### src/rtl/dwfb_pkg.sv
package dwfb_pkg;

   // Number of flags held in the bank.
   localparam int unsigned FLAG_COUNT = 22;

   // Bit positions of each flag in the flag vector.
   localparam int unsigned B_CANL_BAT   = 0;
   localparam int unsigned B_CANL_REG   = 1;
   localparam int unsigned B_CANL_GND   = 2;
   localparam int unsigned B_CANH_BAT   = 3;
   localparam int unsigned B_CANH_REG   = 4;
   localparam int unsigned B_CANH_GND   = 5;
   localparam int unsigned B_HS3_GND    = 6;
   localparam int unsigned B_HS2_GND    = 7;
   localparam int unsigned B_SUP2_UV    = 8;
   localparam int unsigned B_SUP1_OV    = 9;
   localparam int unsigned B_HS0_TEMP   = 10;
   localparam int unsigned B_PARITY     = 11;
   localparam int unsigned B_SEL_LONG   = 12;
   localparam int unsigned B_WDOG_HALF  = 13;
   localparam int unsigned B_WAKE_13    = 14;
   localparam int unsigned B_WAKE_02    = 15;
   localparam int unsigned B_WAKE_SPI   = 16;
   localparam int unsigned B_WAKE_FORCE = 17;
   localparam int unsigned B_INT_TMO    = 18;
   localparam int unsigned B_LP_REGOFF  = 19;
   localparam int unsigned B_RST_REQ    = 20;
   localparam int unsigned B_DBG_EXIT   = 21;

   // Flags that also need their fault gone before a read clears them.
   localparam logic [FLAG_COUNT-1:0] RECOVERY_MASK = 22'h0007ff;

   // Reset value of the flag vector.
   localparam logic [FLAG_COUNT-1:0] FLAGS_RESET = 22'h000000;

   // Select-low timeout and its cycle count at the 50 MHz clock.
   localparam int unsigned CLK_HZ        = 50000000;
   localparam int unsigned SEL_LOW_US    = 2000;
   localparam int unsigned SEL_LOW_CYC   = SEL_LOW_US * (CLK_HZ / 1000000);
   localparam int unsigned SEL_CNT_W     = 18;

   // Width of the watchdog period counters.
   localparam int unsigned WDOG_W = 16;

   typedef logic [FLAG_COUNT-1:0] dwfb_flags_t;

   // Raw condition levels from the analog and mode logic.
   typedef struct packed {
      logic canl_bat;
      logic canl_reg;
      logic canl_gnd;
      logic canh_bat;
      logic canh_reg;
      logic canh_gnd;
      logic hs3_gnd;
      logic hs2_gnd;
      logic sup2_uv;
      logic sup1_ov;
      logic hs0_temp;
   } dwfb_fault_s;

   // One-cycle event pulses from the device's own logic.
   typedef struct packed {
      logic parity_err;
      logic wake_io1;
      logic wake_io3;
      logic wake_io0;
      logic wake_io2;
      logic wake_spi;
      logic wake_forced;
      logic int_timeout;
      logic lp_regoff_sel;
      logic spi_reset_done;
      logic dbg_hw_exit;
   } dwfb_event_s;

   // Watchdog state seen by the pre-warning check.
   typedef struct packed {
      logic              flash_mode;
      logic [WDOG_W-1:0] period;
      logic [WDOG_W-1:0] elapsed;
   } dwfb_wdog_s;

   // Flag read request: a pulse and the flags it reads.
   typedef struct packed {
      logic        strobe;
      dwfb_flags_t sel;
   } dwfb_read_s;

endpackage : dwfb_pkg

### src/rtl/dwfb_bank.sv
`timescale 1ns/1ps
// Function
// - CAN low shorts latched, cleared after recovery.
// - CAN high shorts latched, cleared after recovery.
// - Pin 3 switch ground short, recovery clear.
// - Pin 2 switch ground short, recovery clear.
// - Parity error flag cleared by read.
// - Select low too long sets flag.
// - Supply 2 undervoltage, cleared after recovery.
// - Supply 1 overvoltage, cleared after recovery.
// - Pin 0 switch overtemperature, recovery clear.
// - Flash mode watchdog half-period pre-warning.
// - Wake on pin 1 or 3.
// - Wake on pin 0 or 2.
// - SPI wake from regulator-on low power.
// - Forced wake-up timer wake flag.
// - Interrupt service timeout error flag.
// - Regulator-off low power selected before wake.
// - SPI requested reset sets source flag.
// - Hardware debug exit sets flag.
module dwfb_bank
(
   input  wire logic                  mclk,         // System clock, 50 MHz.
   input  wire logic                  rst,          // Sync reset, high.
   input  wire logic                  spi_select_n, // Select pin, async.
   input  wire dwfb_pkg::dwfb_fault_s fault,        // Fault levels.
   input  wire dwfb_pkg::dwfb_event_s event_in,     // Event pulses.
   input  wire dwfb_pkg::dwfb_wdog_s  wdog,         // Watchdog state.
   input  wire dwfb_pkg::dwfb_read_s  rd,           // Flag read request.
   output dwfb_pkg::dwfb_flags_t      rd_data,      // Flags at last read.
   output logic                       rd_valid,     // Read data pulse.
   output dwfb_pkg::dwfb_flags_t      flags         // Live flag vector.
);

   typedef struct packed {
      dwfb_pkg::dwfb_flags_t flags;
      dwfb_pkg::dwfb_fault_s fault_s1;
      dwfb_pkg::dwfb_fault_s fault_s2;
      dwfb_pkg::dwfb_flags_t rd_data;
      logic                  rd_valid;
      logic                  half_seen;
   } dwfb_state_s;

   dwfb_state_s st_reg;
   dwfb_state_s st_next;

   logic                  sel_too_long;
   dwfb_pkg::dwfb_flags_t set_vec;
   dwfb_pkg::dwfb_flags_t active_vec;
   dwfb_pkg::dwfb_flags_t clear_ok;
   logic                  half_now;

   // Turns a fault struct into its place in the flag vector.
   function automatic dwfb_pkg::dwfb_flags_t fault_to_vec
   (
      input dwfb_pkg::dwfb_fault_s f
   );
      dwfb_pkg::dwfb_flags_t v;
      v = '0;
      v[dwfb_pkg::B_CANL_BAT] = f.canl_bat;
      v[dwfb_pkg::B_CANL_REG] = f.canl_reg;
      v[dwfb_pkg::B_CANL_GND] = f.canl_gnd;
      v[dwfb_pkg::B_CANH_BAT] = f.canh_bat;
      v[dwfb_pkg::B_CANH_REG] = f.canh_reg;
      v[dwfb_pkg::B_CANH_GND] = f.canh_gnd;
      v[dwfb_pkg::B_HS3_GND]  = f.hs3_gnd;
      v[dwfb_pkg::B_HS2_GND]  = f.hs2_gnd;
      v[dwfb_pkg::B_SUP2_UV]  = f.sup2_uv;
      v[dwfb_pkg::B_SUP1_OV]  = f.sup1_ov;
      v[dwfb_pkg::B_HS0_TEMP] = f.hs0_temp;
      return v;
   endfunction : fault_to_vec

   // Watches the select pin for an overlong low phase.
   dwfb_sel_watch u_sel_watch
   (
      .mclk        (mclk),
      .rst         (rst),
      .sel_n_async (spi_select_n),
      .too_long    (sel_too_long)
   );

   // Half-period check; only counts while in flash mode.
   assign half_now = wdog.flash_mode &&
                     ({1'b0, wdog.elapsed, 1'b0} >
                      {2'b00, wdog.period});

   // Set terms for every flag, from faults and events.
   always_comb
   begin
      set_vec = fault_to_vec(st_reg.fault_s2);
      // Supply and thermal faults feed their flags too.
      set_vec[dwfb_pkg::B_PARITY]     = event_in.parity_err;
      set_vec[dwfb_pkg::B_SEL_LONG]   = sel_too_long;
      set_vec[dwfb_pkg::B_WDOG_HALF]  = half_now &&
                                        !st_reg.half_seen;
      set_vec[dwfb_pkg::B_WAKE_13]    = event_in.wake_io1 ||
                                        event_in.wake_io3;
      set_vec[dwfb_pkg::B_WAKE_02]    = event_in.wake_io0 ||
                                        event_in.wake_io2;
      set_vec[dwfb_pkg::B_WAKE_SPI]   = event_in.wake_spi;
      set_vec[dwfb_pkg::B_WAKE_FORCE] = event_in.wake_forced;
      set_vec[dwfb_pkg::B_INT_TMO]    = event_in.int_timeout;
      set_vec[dwfb_pkg::B_LP_REGOFF]  = event_in.lp_regoff_sel;
      set_vec[dwfb_pkg::B_RST_REQ]    = event_in.spi_reset_done;
      set_vec[dwfb_pkg::B_DBG_EXIT]   = event_in.dbg_hw_exit;
   end

   // Faults still present block the clear of their flags.
   assign active_vec = fault_to_vec(st_reg.fault_s2);
   assign clear_ok   = rd.strobe ? (rd.sel & st_reg.flags &
                       ~(active_vec & dwfb_pkg::RECOVERY_MASK))
                       : '0;

   // Next state: synchronise faults, update flags, capture read data.
   always_comb
   begin
      st_next          = st_reg;
      st_next.fault_s1 = fault;
      st_next.fault_s2 = st_reg.fault_s1;
      st_next.half_seen = half_now;
      // Set wins over a clear landing in the same cycle.
      st_next.flags    = (st_reg.flags & ~clear_ok) | set_vec;
      st_next.rd_valid = rd.strobe;
      if (rd.strobe)
      begin
         st_next.rd_data = st_reg.flags & rd.sel;
      end
   end

   // State register.
   always_ff @(posedge mclk)
   begin
      if (rst)
      begin
         st_reg <= '{flags: dwfb_pkg::FLAGS_RESET, fault_s1: '0,
                     fault_s2: '0, rd_data: '0, rd_valid: 1'b0,
                     half_seen: 1'b0};
      end
      else
      begin
         st_reg <= st_next;
      end
   end

   assign rd_data  = st_reg.rd_data;
   assign rd_valid = st_reg.rd_valid;
   assign flags    = st_reg.flags;

endmodule : dwfb_bank

### src/rtl/dwfb_sel_watch.sv
`timescale 1ns/1ps
// Watches the select pin and pulses once when it stays low too long.
module dwfb_sel_watch
(
   input  wire logic mclk,        // System clock.
   input  wire logic rst,         // Synchronous reset, active high.
   input  wire logic sel_n_async, // Select pin, outside the clock domain.
   output logic      too_long     // One-cycle pulse at the timeout.
);

   typedef struct packed {
      logic                          sync1;
      logic                          sync2;
      logic [dwfb_pkg::SEL_CNT_W-1:0] count;
      logic                          fired;
      logic                          pulse;
   } dwfb_sel_state_s;

   dwfb_sel_state_s st_reg;
   dwfb_sel_state_s st_next;

   localparam logic [dwfb_pkg::SEL_CNT_W-1:0] LIMIT =
      dwfb_pkg::SEL_CNT_W'(dwfb_pkg::SEL_LOW_CYC);

   // Two-stage synchroniser, then a low-time counter that fires once.
   always_comb
   begin
      st_next       = st_reg;
      st_next.sync1 = sel_n_async;
      st_next.sync2 = st_reg.sync1;
      st_next.pulse = 1'b0;
      if (st_reg.sync2)
      begin
         st_next.count = '0;
         st_next.fired = 1'b0;
      end
      else if (!st_reg.fired)
      begin
         if (st_reg.count >= LIMIT - 1'b1)
         begin
            st_next.fired = 1'b1;
            st_next.pulse = 1'b1;
         end
         else
         begin
            st_next.count = st_reg.count + 1'b1;
         end
      end
   end

   // State register.
   always_ff @(posedge mclk)
   begin
      if (rst)
      begin
         st_reg <= '{sync1: 1'b1, sync2: 1'b1, count: '0,
                     fired: 1'b0, pulse: 1'b0};
      end
      else
      begin
         st_reg <= st_next;
      end
   end

   assign too_long = st_reg.pulse;

endmodule : dwfb_sel_watch

### config.mk
export PLATFORM = sky130hd
export DESIGN_NAME = dwfb_bank
export DESIGN_NICKNAME = d
export VERILOG_FILES = /design/src/rtl/dwfb_pkg.sv /design/src/rtl/dwfb_bank.sv /design/src/rtl/dwfb_sel_watch.sv
export SDC_FILE = /design/constraint.sdc
export NUM_CORES = 1
export LEC_CHECK = 0
export ABC_CLOCK_PERIOD_IN_PS = 2600
export BUFFER_PORTS_ARGS = -buffer_cell sky130_fd_sc_hd__buf_2
export CORE_MARGIN = 2
export CORE_UTILIZATION = 51
export CTS_CLUSTER_DIAMETER = 60
export DETAILED_ROUTE_END_ITERATION = 8
export PLACE_DENSITY = 0.8
export SLEW_MARGIN = 20
export SYNTH_ARGS = -nofsm -noshare
export SYNTH_HDL_FRONTEND = slang
export SYNTH_HIERARCHICAL = 1
export SYNTH_SLANG_ARGS = --single-unit
### constraint.sdc
create_clock -name mclk -period 2.6 [get_ports mclk]
set_input_delay 0.52 -clock mclk [delete_from_list [all_inputs] [get_ports mclk]]
set_output_delay 0.52 -clock mclk [all_outputs]
set_load 0.02 [all_outputs]
Yosys cells after proc, flatten, opt, wreduce, memory -nomap -nowiden --
Index checks and enable logic that the tools add are counted.
Cells by class: reductions and logical operators 8, order comparisons 2, multiplexer cells 3, add/sub/neg operators 1, bitwise gates (word level) 8
Operator list (number):
- $and A22 B22 Y22 | 3
- $mux W22 | 1
- $not A11 Y22 | 1
- $not A22 Y22 | 1
- $or A22 B22 Y22 | 1
- $add A18 B1 Y18 const B | 1
- $ge A18 B17 Y1 const B | 1
- $gt A17 B16 Y1 | 1
- $mux W2 | 2
- $reduce_or A3 Y1 | 1
- $logic_and A1 B1 Y1 | 2
- $logic_or A1 B1 Y1 | 2
- $not A1 Y1 | 2
- $reduce_and A2 Y1 | 1
- $reduce_or A2 Y1 | 1
- $logic_not A1 Y1 | 1
Storage, ports and cells: input bits 81, logic and storage cells 53, flip-flop bits (word level) 90, output and inout bits 45

Longest topological paths before layout --
Gate-level depths: netlist of run 1.
depth in word-level cells 6, gate-level depth with buffers 7, gate-level depth less buffers 7

Hierarchy --
Netlist of run 1, hierarchy kept.
By module, submodules not included:
- dwfb_bank | times used 1, area each 2965.3 um^2, sequential area each 1361.3 um^2, cells each 338
- dwfb_sel_watch | times used 1, area each 1094.8 um^2, sequential area each 440.4 um^2, cells each 125

Least setup slack after synthesis of run 1 --
Ideal clock, no wire load.
path type register -> register, from reg u_sel_watch/st_reg[13] (netlist name), to reg u_sel_watch/st_reg[10] (netlist name), required time 2.531 ns, slack 0.711 ns, clock period less this slack 1.889 ns, library setup time 0.069 ns, path buffers 1, arrival time 1.821 ns, stages on the path, launching flop included 7, path through dfxtp_1 > or4_1 > buf_2 > a211oi_2 > o21ai_1 > or4_1 > o21ai_1
Between the ends: longest elaborated chain between the ends 3
RTL lines:
- start, declared | line dwfb_sel_watch.sv:19 | dwfb_sel_state_s st_reg;
- start signal, assigned | line dwfb_sel_watch.sv:56 | st_reg <= '{sync1: 1'b1, sync2: 1'b1, count: '0,
- start signal, assigned | line dwfb_sel_watch.sv:61 | st_reg <= st_next;
- $ge A18 B17 Y1 | line dwfb_sel_watch.sv:39 | if (st_reg.count >= LIMIT - 1'b1)
- $not A1 Y1 (no source line)
- $reduce_and A2 Y1 (no source line)
No other way between the ends. A chain may end at the register's enable or synchronous reset.

Worst setup path after layout of run 1 --
from reg u_sel_watch/st_reg[13] (netlist name), to reg u_sel_watch/st_reg[13] (netlist name)
Between the ends: longest elaborated chain between the ends 3, elaborated cells on any way between the ends 4, classes of those cells add/sub (1); order compare (1); bitwise (1); reduce/logical (1)
RTL lines (line):
- $ge A18 B17 Y1 | dwfb_sel_watch.sv:39
- $not A1 Y1 (no source line)
- $reduce_and A2 Y1 (no source line)
Several ways; a longest one is shown, not always the timed one.

==> flow_metrics.env, run 1 <==
export IMPL_status="finished clean"
export IMPL_cts_sinks=90
export IMPL_grt_overflow=0
export IMPL_timing_final_ws_setup_ps=528
export IMPL_synth_compound_area_frac=0.144
export IMPL_synthTopCellsByArea="dfxtp_1 44%, buf_4 8.1%, a21oi_1 6.8%, ha_1 4.9%, nand2_1 3.9%"
export IMPL_grt_pass1_wl_um=12700
export IMPL_place_area_um2=4440
export IMPL_cp_required_ps=2850
export IMPL_yosys_area_share_simple=0.233
export IMPL_dp_slack_ps=551
export IMPL_design_area_um2=4640
export IMPL_end_kind="flop"
export IMPL_synth_yosys_seq_area_share=0.444
export IMPL_dieArea_um2=8690
export IMPL_drc=0
export IMPL_relSlewSlack=0.524
export IMPL_path_clk_slew_ps=80
export IMPL_rsz0062_at_grt="no"
export IMPL_gr_usage_met2=0.315
export IMPL_cts_resized=0
export IMPL_gr_usage_met3=0.0459
export IMPL_ctsHoldBuffers=0
export IMPL_ys_flop_type="dfxtp_1"
export IMPL_ys_warn_count=6
export IMPL_slew_violations=0
export IMPL_die_width_um=93.2
export IMPL_hold_viol=0
export IMPL_tns_ps=0
export IMPL_setup_viol=0
export IMPL_fmax_mhz=483
export IMPL_cts_path_max_buffers=2
export IMPL_synth_area_per_cell_um2=8.77
export IMPL_die_h_um=93.2
export IMPL_total_power_mw=2.66
export IMPL_synth_mux_area_frac=0.00247
export IMPL_holdWs_ps=349
export IMPL_cp_top_family="compound AO/OA/AOI/OAI gates"
export IMPL_yosysTopAreaCell="dfxtp_1"
export IMPL_leakage_nw=2.10
export IMPL_path_buf_inv=0
export IMPL_drtIter0Drc=165
export IMPL_crit_type="reg2reg"
export IMPL_p_per_area_nw_per_um2=575
export IMPL_worst_pin_slew_ps=711
export IMPL_wl_per_cell_um=11.9
export IMPL_cts_buffers=9
export IMPL_ir_drop_mv=0.334
export IMPL_track_usage=0.181
export IMPL_grt_max_degree=39
export IMPL_synth_top_family_by_area="simple AND/OR/NAND/NOR gates"
export IMPL_syn_nets=560
export IMPL_period_needed_ps=2070
export IMPL_nets=637
export IMPL_io_pin_count=126
export IMPL_place_congestion=0.830
export IMPL_critPathLaunchType="flop"
export IMPL_ys_ff_latch=90
export IMPL_dp_cells=631
export IMPL_post_route_util=0.600
export IMPL_synthCells=463
export IMPL_hold_class="in2reg"
export IMPL_fin_crit_sh=0.797
export IMPL_h_tree_depth=3
export IMPL_synthAdderAreaFrac=0.0493
export IMPL_crit_chain="or4_1 > a211o_1 > a21oi_4 > a21oi_1 > a31o_1"
export IMPL_cts_tree="built"
export IMPL_routed_via_density=5.04
export IMPL_core_area_um2=7730
export IMPL_antenna_cells=0
export IMPL_cp_arrival_ps=2320
export IMPL_slowest_stage="or4_1"
export IMPL_final_common_cell="buf_2"
export IMPL_ys_async_sr_fraction=0
export IMPL_post_cts_buffers=0
export IMPL_crit_path_max_incr_delay_ps=660
export IMPL_fin_cells=647
export IMPL_synth_xor_area_frac=0.0108
export IMPL_synth_edf_count=0
export IMPL_synth_cell_types=47
export IMPL_clock_latency_ps=350
export IMPL_floorplan_initialDensity=0.525
export IMPL_rows=32
export IMPL_grt_pass1_vias=2949
export IMPL_cp_max_fo=10
export IMPL_antenna_found_initial=0
export IMPL_layout_drive_gt1_share=0.286
export IMPL_synthToLayoutAreaGrowth_pct=14.2
export IMPL_final_cell_mix="125 x buf_2, 90 x dfxtp_1, 55 x a21oi_1, 42 x nand2_1, 40 x nor2_1"
export IMPL_io_buffers=125
export IMPL_route_vias_total=3259
export IMPL_netlist_area_um2=4060
export IMPL_finalClockSkew_ps=5.97
export IMPL_use_met1=0.207
export IMPL_dr_pass1_iters=4
export IMPL_maxCapViolCount=0
export IMPL_dp_hpwl_um=5870
export IMPL_ant_nets=0
export IMPL_busiest_layer="met2"
export IMPL_cts_root_buffer="clkbuf_8"
export IMPL_fillers=656
export IMPL_drt_wl_total_um=7720
export IMPL_yosysTopAreaCellShare=0.444
==> final timing paths <==
kind / from / cells past startpoint / to / slack, ps
worst max register to register: u_sel_watch/st_reg[13] / 5 / u_sel_watch/st_reg[13] / 530
worst min register to register: u_sel_watch/st_next[20] / 1 / u_sel_watch/st_reg[20] / 410
worst min-delay path: spi_select_n / 2 / u_sel_watch/st_next[20] / 350
worst max-delay path: u_sel_watch/st_reg[13] / 5 / u_sel_watch/st_reg[13] / 530
==> worst register-to-register path: cells and delay by family, from the launching register on <==
family	cells	cell delay, ps
flops	1	360
compound gates	4	960
simple gates	1	660
==> area by class of cell <==
type                            instances  area, um^2  area share
Sequential cell                        90        1800       0.389
Multi-Input combinational cell        294        1790       0.385
Timing Repair Buffer                  127         653       0.141
Clock buffer                           10         128      0.0275
Tap cell                              102         128      0.0275
Clock inverter                          6        73.8      0.0159
Inverter                               18        67.6      0.0146
==> where the power goes <==
group / leakage (nW) / internal [mW] / switching [mW]
clock: 0.0950 / 0.456 / 0.487
sequential: 0.736 / 1.42 / 0.0214
combinational: 1.27 / 0.125 / 0.152
total: 2.10 / 2.00 / 0.660
==> cells in the mapped netlist, drive strengths merged, types with 3 or more instances <==
master / count
xnor2: 5
a21o: 3
or2: 4
clkbuf: 6
dfxtp: 90
a31o: 4
and3: 3
nand4b: 4
nand2: 42
ha: 16
o21ai: 7
nor2: 41
nor3: 5
nor2b: 23
nand3: 28
inv: 18
a21oi: 57
a211oi: 8
buf: 55
nand4: 3
nand2b: 22
==> routing by layer <==
metal	up-vias	wire length, um	part of all wire
met1	1470	3250	0.42
met2	101	3820	0.49
met3	20	452	0.059
met5	-	0	0
li1	1668	-	-
met4	0	199	0.026
==> cells by family (layout without fill, tap and decap cells) <==
group	after synthesis	after routing
xor+xnor	5	5
flops	90	90
buf+inv	79	161
compound gates	90	90
mux	1	1
simple gates	182	182
fa+ha+maj	16	16
Power figures use the tool's default switching activity.
==> run 2, diff against run 1 <==
--- a/config.mk
+++ b/config.mk
@@ -5,10 +5,11 @@
 export SDC_FILE = /design/constraint.sdc
 export NUM_CORES = 1
 export LEC_CHECK = 0
-export ABC_CLOCK_PERIOD_IN_PS = 2600
+export ABC_AREA = 1
+export ABC_CLOCK_PERIOD_IN_PS = 2000
 export BUFFER_PORTS_ARGS = -buffer_cell sky130_fd_sc_hd__buf_2
 export CORE_MARGIN = 2
-export CORE_UTILIZATION = 51
+export CORE_UTILIZATION = 52
 export CTS_CLUSTER_DIAMETER = 60
 export DETAILED_ROUTE_END_ITERATION = 8
 export PLACE_DENSITY = 0.8
==> constraint.sdc (replaced) <==
create_clock -name mclk -period 2 [get_ports mclk]
set_input_delay 0.4 -clock mclk [delete_from_list [all_inputs] [get_ports mclk]]
set_output_delay 0.4 -clock mclk [all_outputs]
set_load 0.02 [all_outputs]
==> run 2 against run 1 <==
Highest routed layer unchanged. Critical path type unchanged. Global-route usage rose by 2.3 points. Via count rose by 14%. Largest power group unchanged. Combinational power rose by 32%. Clock skew barely moved. Routed wire length rose by 15%. Flip-flop and latch count did not move.
==> flow_metrics.env, run 2 <==
export IMPL_status="finished clean"
export IMPL_final_common_cell="buf_2"
export IMPL_ir_drop_mv=0.324
export IMPL_dp_slack_ps=353
export IMPL_ctsHoldBuffers=0
export IMPL_synthTopCellsByArea="dfxtp_1 42%, nand2_1 9.3%, buf_4 8.6%, inv_1 8.2%, nor2_1 7.4%"
export IMPL_fmax_mhz=584
export IMPL_synth_compound_area_frac=0.0670
export IMPL_syn_nets=689
export IMPL_layout_drive_gt1_share=0.246
export IMPL_design_area_um2=4830
export IMPL_yosysTopAreaCell="dfxtp_1"
export IMPL_synthAdderAreaFrac=0.0470
export IMPL_startpoint="u_sel_watch/st_reg[2]"
export IMPL_route_vias_total=3718
export IMPL_grt_pass1_vias=3505
export IMPL_cts_sinks=90
export IMPL_hold_viol=0
export IMPL_dieArea_um2=8930
export IMPL_slowest_stage="dfxtp_1"
export IMPL_core_area_um2=7850
export IMPL_floorplan_initialDensity=0.542
export IMPL_hold_class="in2reg"
export IMPL_antenna_cells=0
export IMPL_track_usage=0.204
export IMPL_maxCapViolCount=0
export IMPL_p_switching_mw=0.927
export IMPL_relSlewSlack=0.751
export IMPL_ys_async_sr_fraction=0
export IMPL_antenna_found_initial=0
export IMPL_synth_commonest_cells="105 x nand2_1, 93 x inv_1, 90 x dfxtp_1"
export IMPL_cp_required_ps=2260
export IMPL_slew_violations=0
export IMPL_critPathLaunchType="flop"
export IMPL_post_cts_buffers=0
export IMPL_grt_max_degree=37
export IMPL_final_cell_mix="125 x buf_2, 105 x nand2_1, 93 x inv_1, 90 x dfxtp_1, 84 x nor2_1"
export IMPL_dr_pass1_iters=5
export IMPL_synth_mux_area_frac=0
export IMPL_ys_ff_latch=90
export IMPL_p_seq_frac=0.551
export IMPL_leakage_nw=2.41
export IMPL_routed_via_density=4.75
export IMPL_ys_flop_type="dfxtp_1"
export IMPL_cts_path_max_buffers=2
export IMPL_total_power_mw=3.42
export IMPL_period_needed_ps=1710
export IMPL_power_frac_comb=0.107
export IMPL_synth_top_family_by_area="simple AND/OR/NAND/NOR gates"
export IMPL_crit_path_max_incr_delay_ps=380
export IMPL_end_kind="flop"
export IMPL_ant_nets=0
export IMPL_p_sw_frac=0.271
export IMPL_setup_viol=0
export IMPL_rsz0062_at_grt="no"
export IMPL_cts_root_buffer="clkbuf_8"
export IMPL_cts_tree="built"
export IMPL_cp_top_family="simple AND/OR/NAND/NOR gates"
export IMPL_p_int_mw=2.49
export IMPL_grt_pass1_wl_um=14600
export IMPL_worst_pin_slew_ps=372
export IMPL_cp_common_cell="nand2_1"
export IMPL_ys_warn_count=6
export IMPL_io_buffers=125
export IMPL_dp_hpwl_um=6730
export IMPL_r2r_start="u_sel_watch/st_reg[2]"
export IMPL_nets=772
export IMPL_finalClockSkew_ps=5.66
export IMPL_yosys_area_share_simple=0.278
export IMPL_cts_buffers=9
export IMPL_timing_final_ws_setup_ps=288
export IMPL_synth_cell_types=25
export IMPL_drc=0
export IMPL_post_synth_top_count_cell="nand2_1"
export IMPL_min_from="spi_select_n"
export IMPL_p_clk_frac=0.342
export IMPL_path_buf_inv=2
export IMPL_die_h_um=94.5
export IMPL_cp_max_fo=8
export IMPL_crit_type="reg2reg"
export IMPL_h_tree_depth=3
export IMPL_rows=32
export IMPL_clock_latency_ps=360
export IMPL_wl_per_cell_um=11.4
export IMPL_synth_edf_count=0
export IMPL_yosysTopAreaCellShare=0.423
export IMPL_die_width_um=94.5
export IMPL_synth_area_per_cell_um2=7.19
export IMPL_synth_yosys_seq_area_share=0.423
export IMPL_p_per_area_nw_per_um2=708
export IMPL_netlist_area_um2=4260
export IMPL_place_area_um2=4640
export IMPL_drtIter0Drc=141
export IMPL_synthToLayoutAreaGrowth_pct=13.5
export IMPL_path_clk_slew_ps=90
export IMPL_io_pin_count=126
export IMPL_place_congestion=0.900
export IMPL_crit_chain="ha_1 > nand2_1 > o21ai_0 > nand2_1 > nand2_1 > nand2_1 > buf_4 > nand3_1 > nand2_1 > inv_1 > nor2_1"
export IMPL_cts_resized=0
export IMPL_cp_arrival_ps=1980
export IMPL_fin_crit_sh=0.856
export IMPL_drt_wl_total_um=8890
export IMPL_synth_xor_area_frac=0
export IMPL_tns_ps=0
export IMPL_synthCells=592
export IMPL_grt_overflow=0
==> run 2: cell types whose count changed after synthesis, sizes merged, moves of 4 or more <==
cell / change
a211oi: -8
nor2: +51
xnor2: -5
nand3: +33
nand2: +67
a31o: -4
nand4b: -4
a21oi: -8
inv: +77
nand2b: -22
nor2b: -23
==> run 2: worst paths after layout <==
kind | end | slack (ps) | cells after the start
max | u_sel_watch/st_reg[14] | 290 | 11
min | u_sel_watch/st_next[20] | 240 | 2
max reg2reg | u_sel_watch/st_reg[14] | 290 | 11
min reg2reg | active_vec[8] | 410 | 2
==> run 2: metal layers <==
layer / vias to the layer above / wire length [um] / global-route usage / share of wire
met3: 22 / 561 / 0.0495 / 0.063
li1: 1947 / - / - / -
met5: - / 0 / 0 / 0
met1: 1631 / 3720 / 0.230 / 0.42
met4: 0 / 192 / 0.0882 / 0.022
met2: 118 / 4410 / 0.366 / 0.50
==> run 2: power by group through the flow <==
stage	clock [mW]	sequential [mW]	combinational, mW
final	1.17	1.88	0.366
after global routing	1.27	1.89	0.413
after CTS	1.20	1.88	0.369
after detailed placement	0	1.93	0.366
after global placement	0	1.92	0.353
after floorplan	0	1.92	0.264
==> run 2: cell families (layout without fill, tap and decap cells) <==
kind of cell               count (synthesis)  in the layout
and+or+nand+nor                          275            275
buffers and inverters                    156            244
DFF                                       90             90
AOI/OAI and AO/OA                         55             55
adders and majority gates                 16             16
==> run 2: cell type report <==
cell class | count | area, um^2
clock buffers | 9 | 124
fillers | 728 | 3020
well taps | 102 | 128
multi-input cells | 346 | 1670
clock inverters | 7 | 68.8
repair buffers | 132 | 678
flip-flops and latches | 90 | 1800
inverters | 96 | 360
==> run 2: worst reg2reg max path: stages (launching register included) <==
cell and delay (ps):
dfxtp_1 380, ha_1 210, nand2_1 120, o21ai_0 160, nand2_1 70, nand2_1 60, nand2_1 160, buf_4 230
nand3_1 70, nand2_1 60, inv_1 50, nor2_1 40
==> run 2: metrics by stage <==
step	hold WS (ps)	util	instances
detailed placement	395	0.591	766
global placement	390	0.591	766
global route	218	0.615	782
finish	236	0.615	782
floorplan	388	-	592
CTS	226	0.615	782
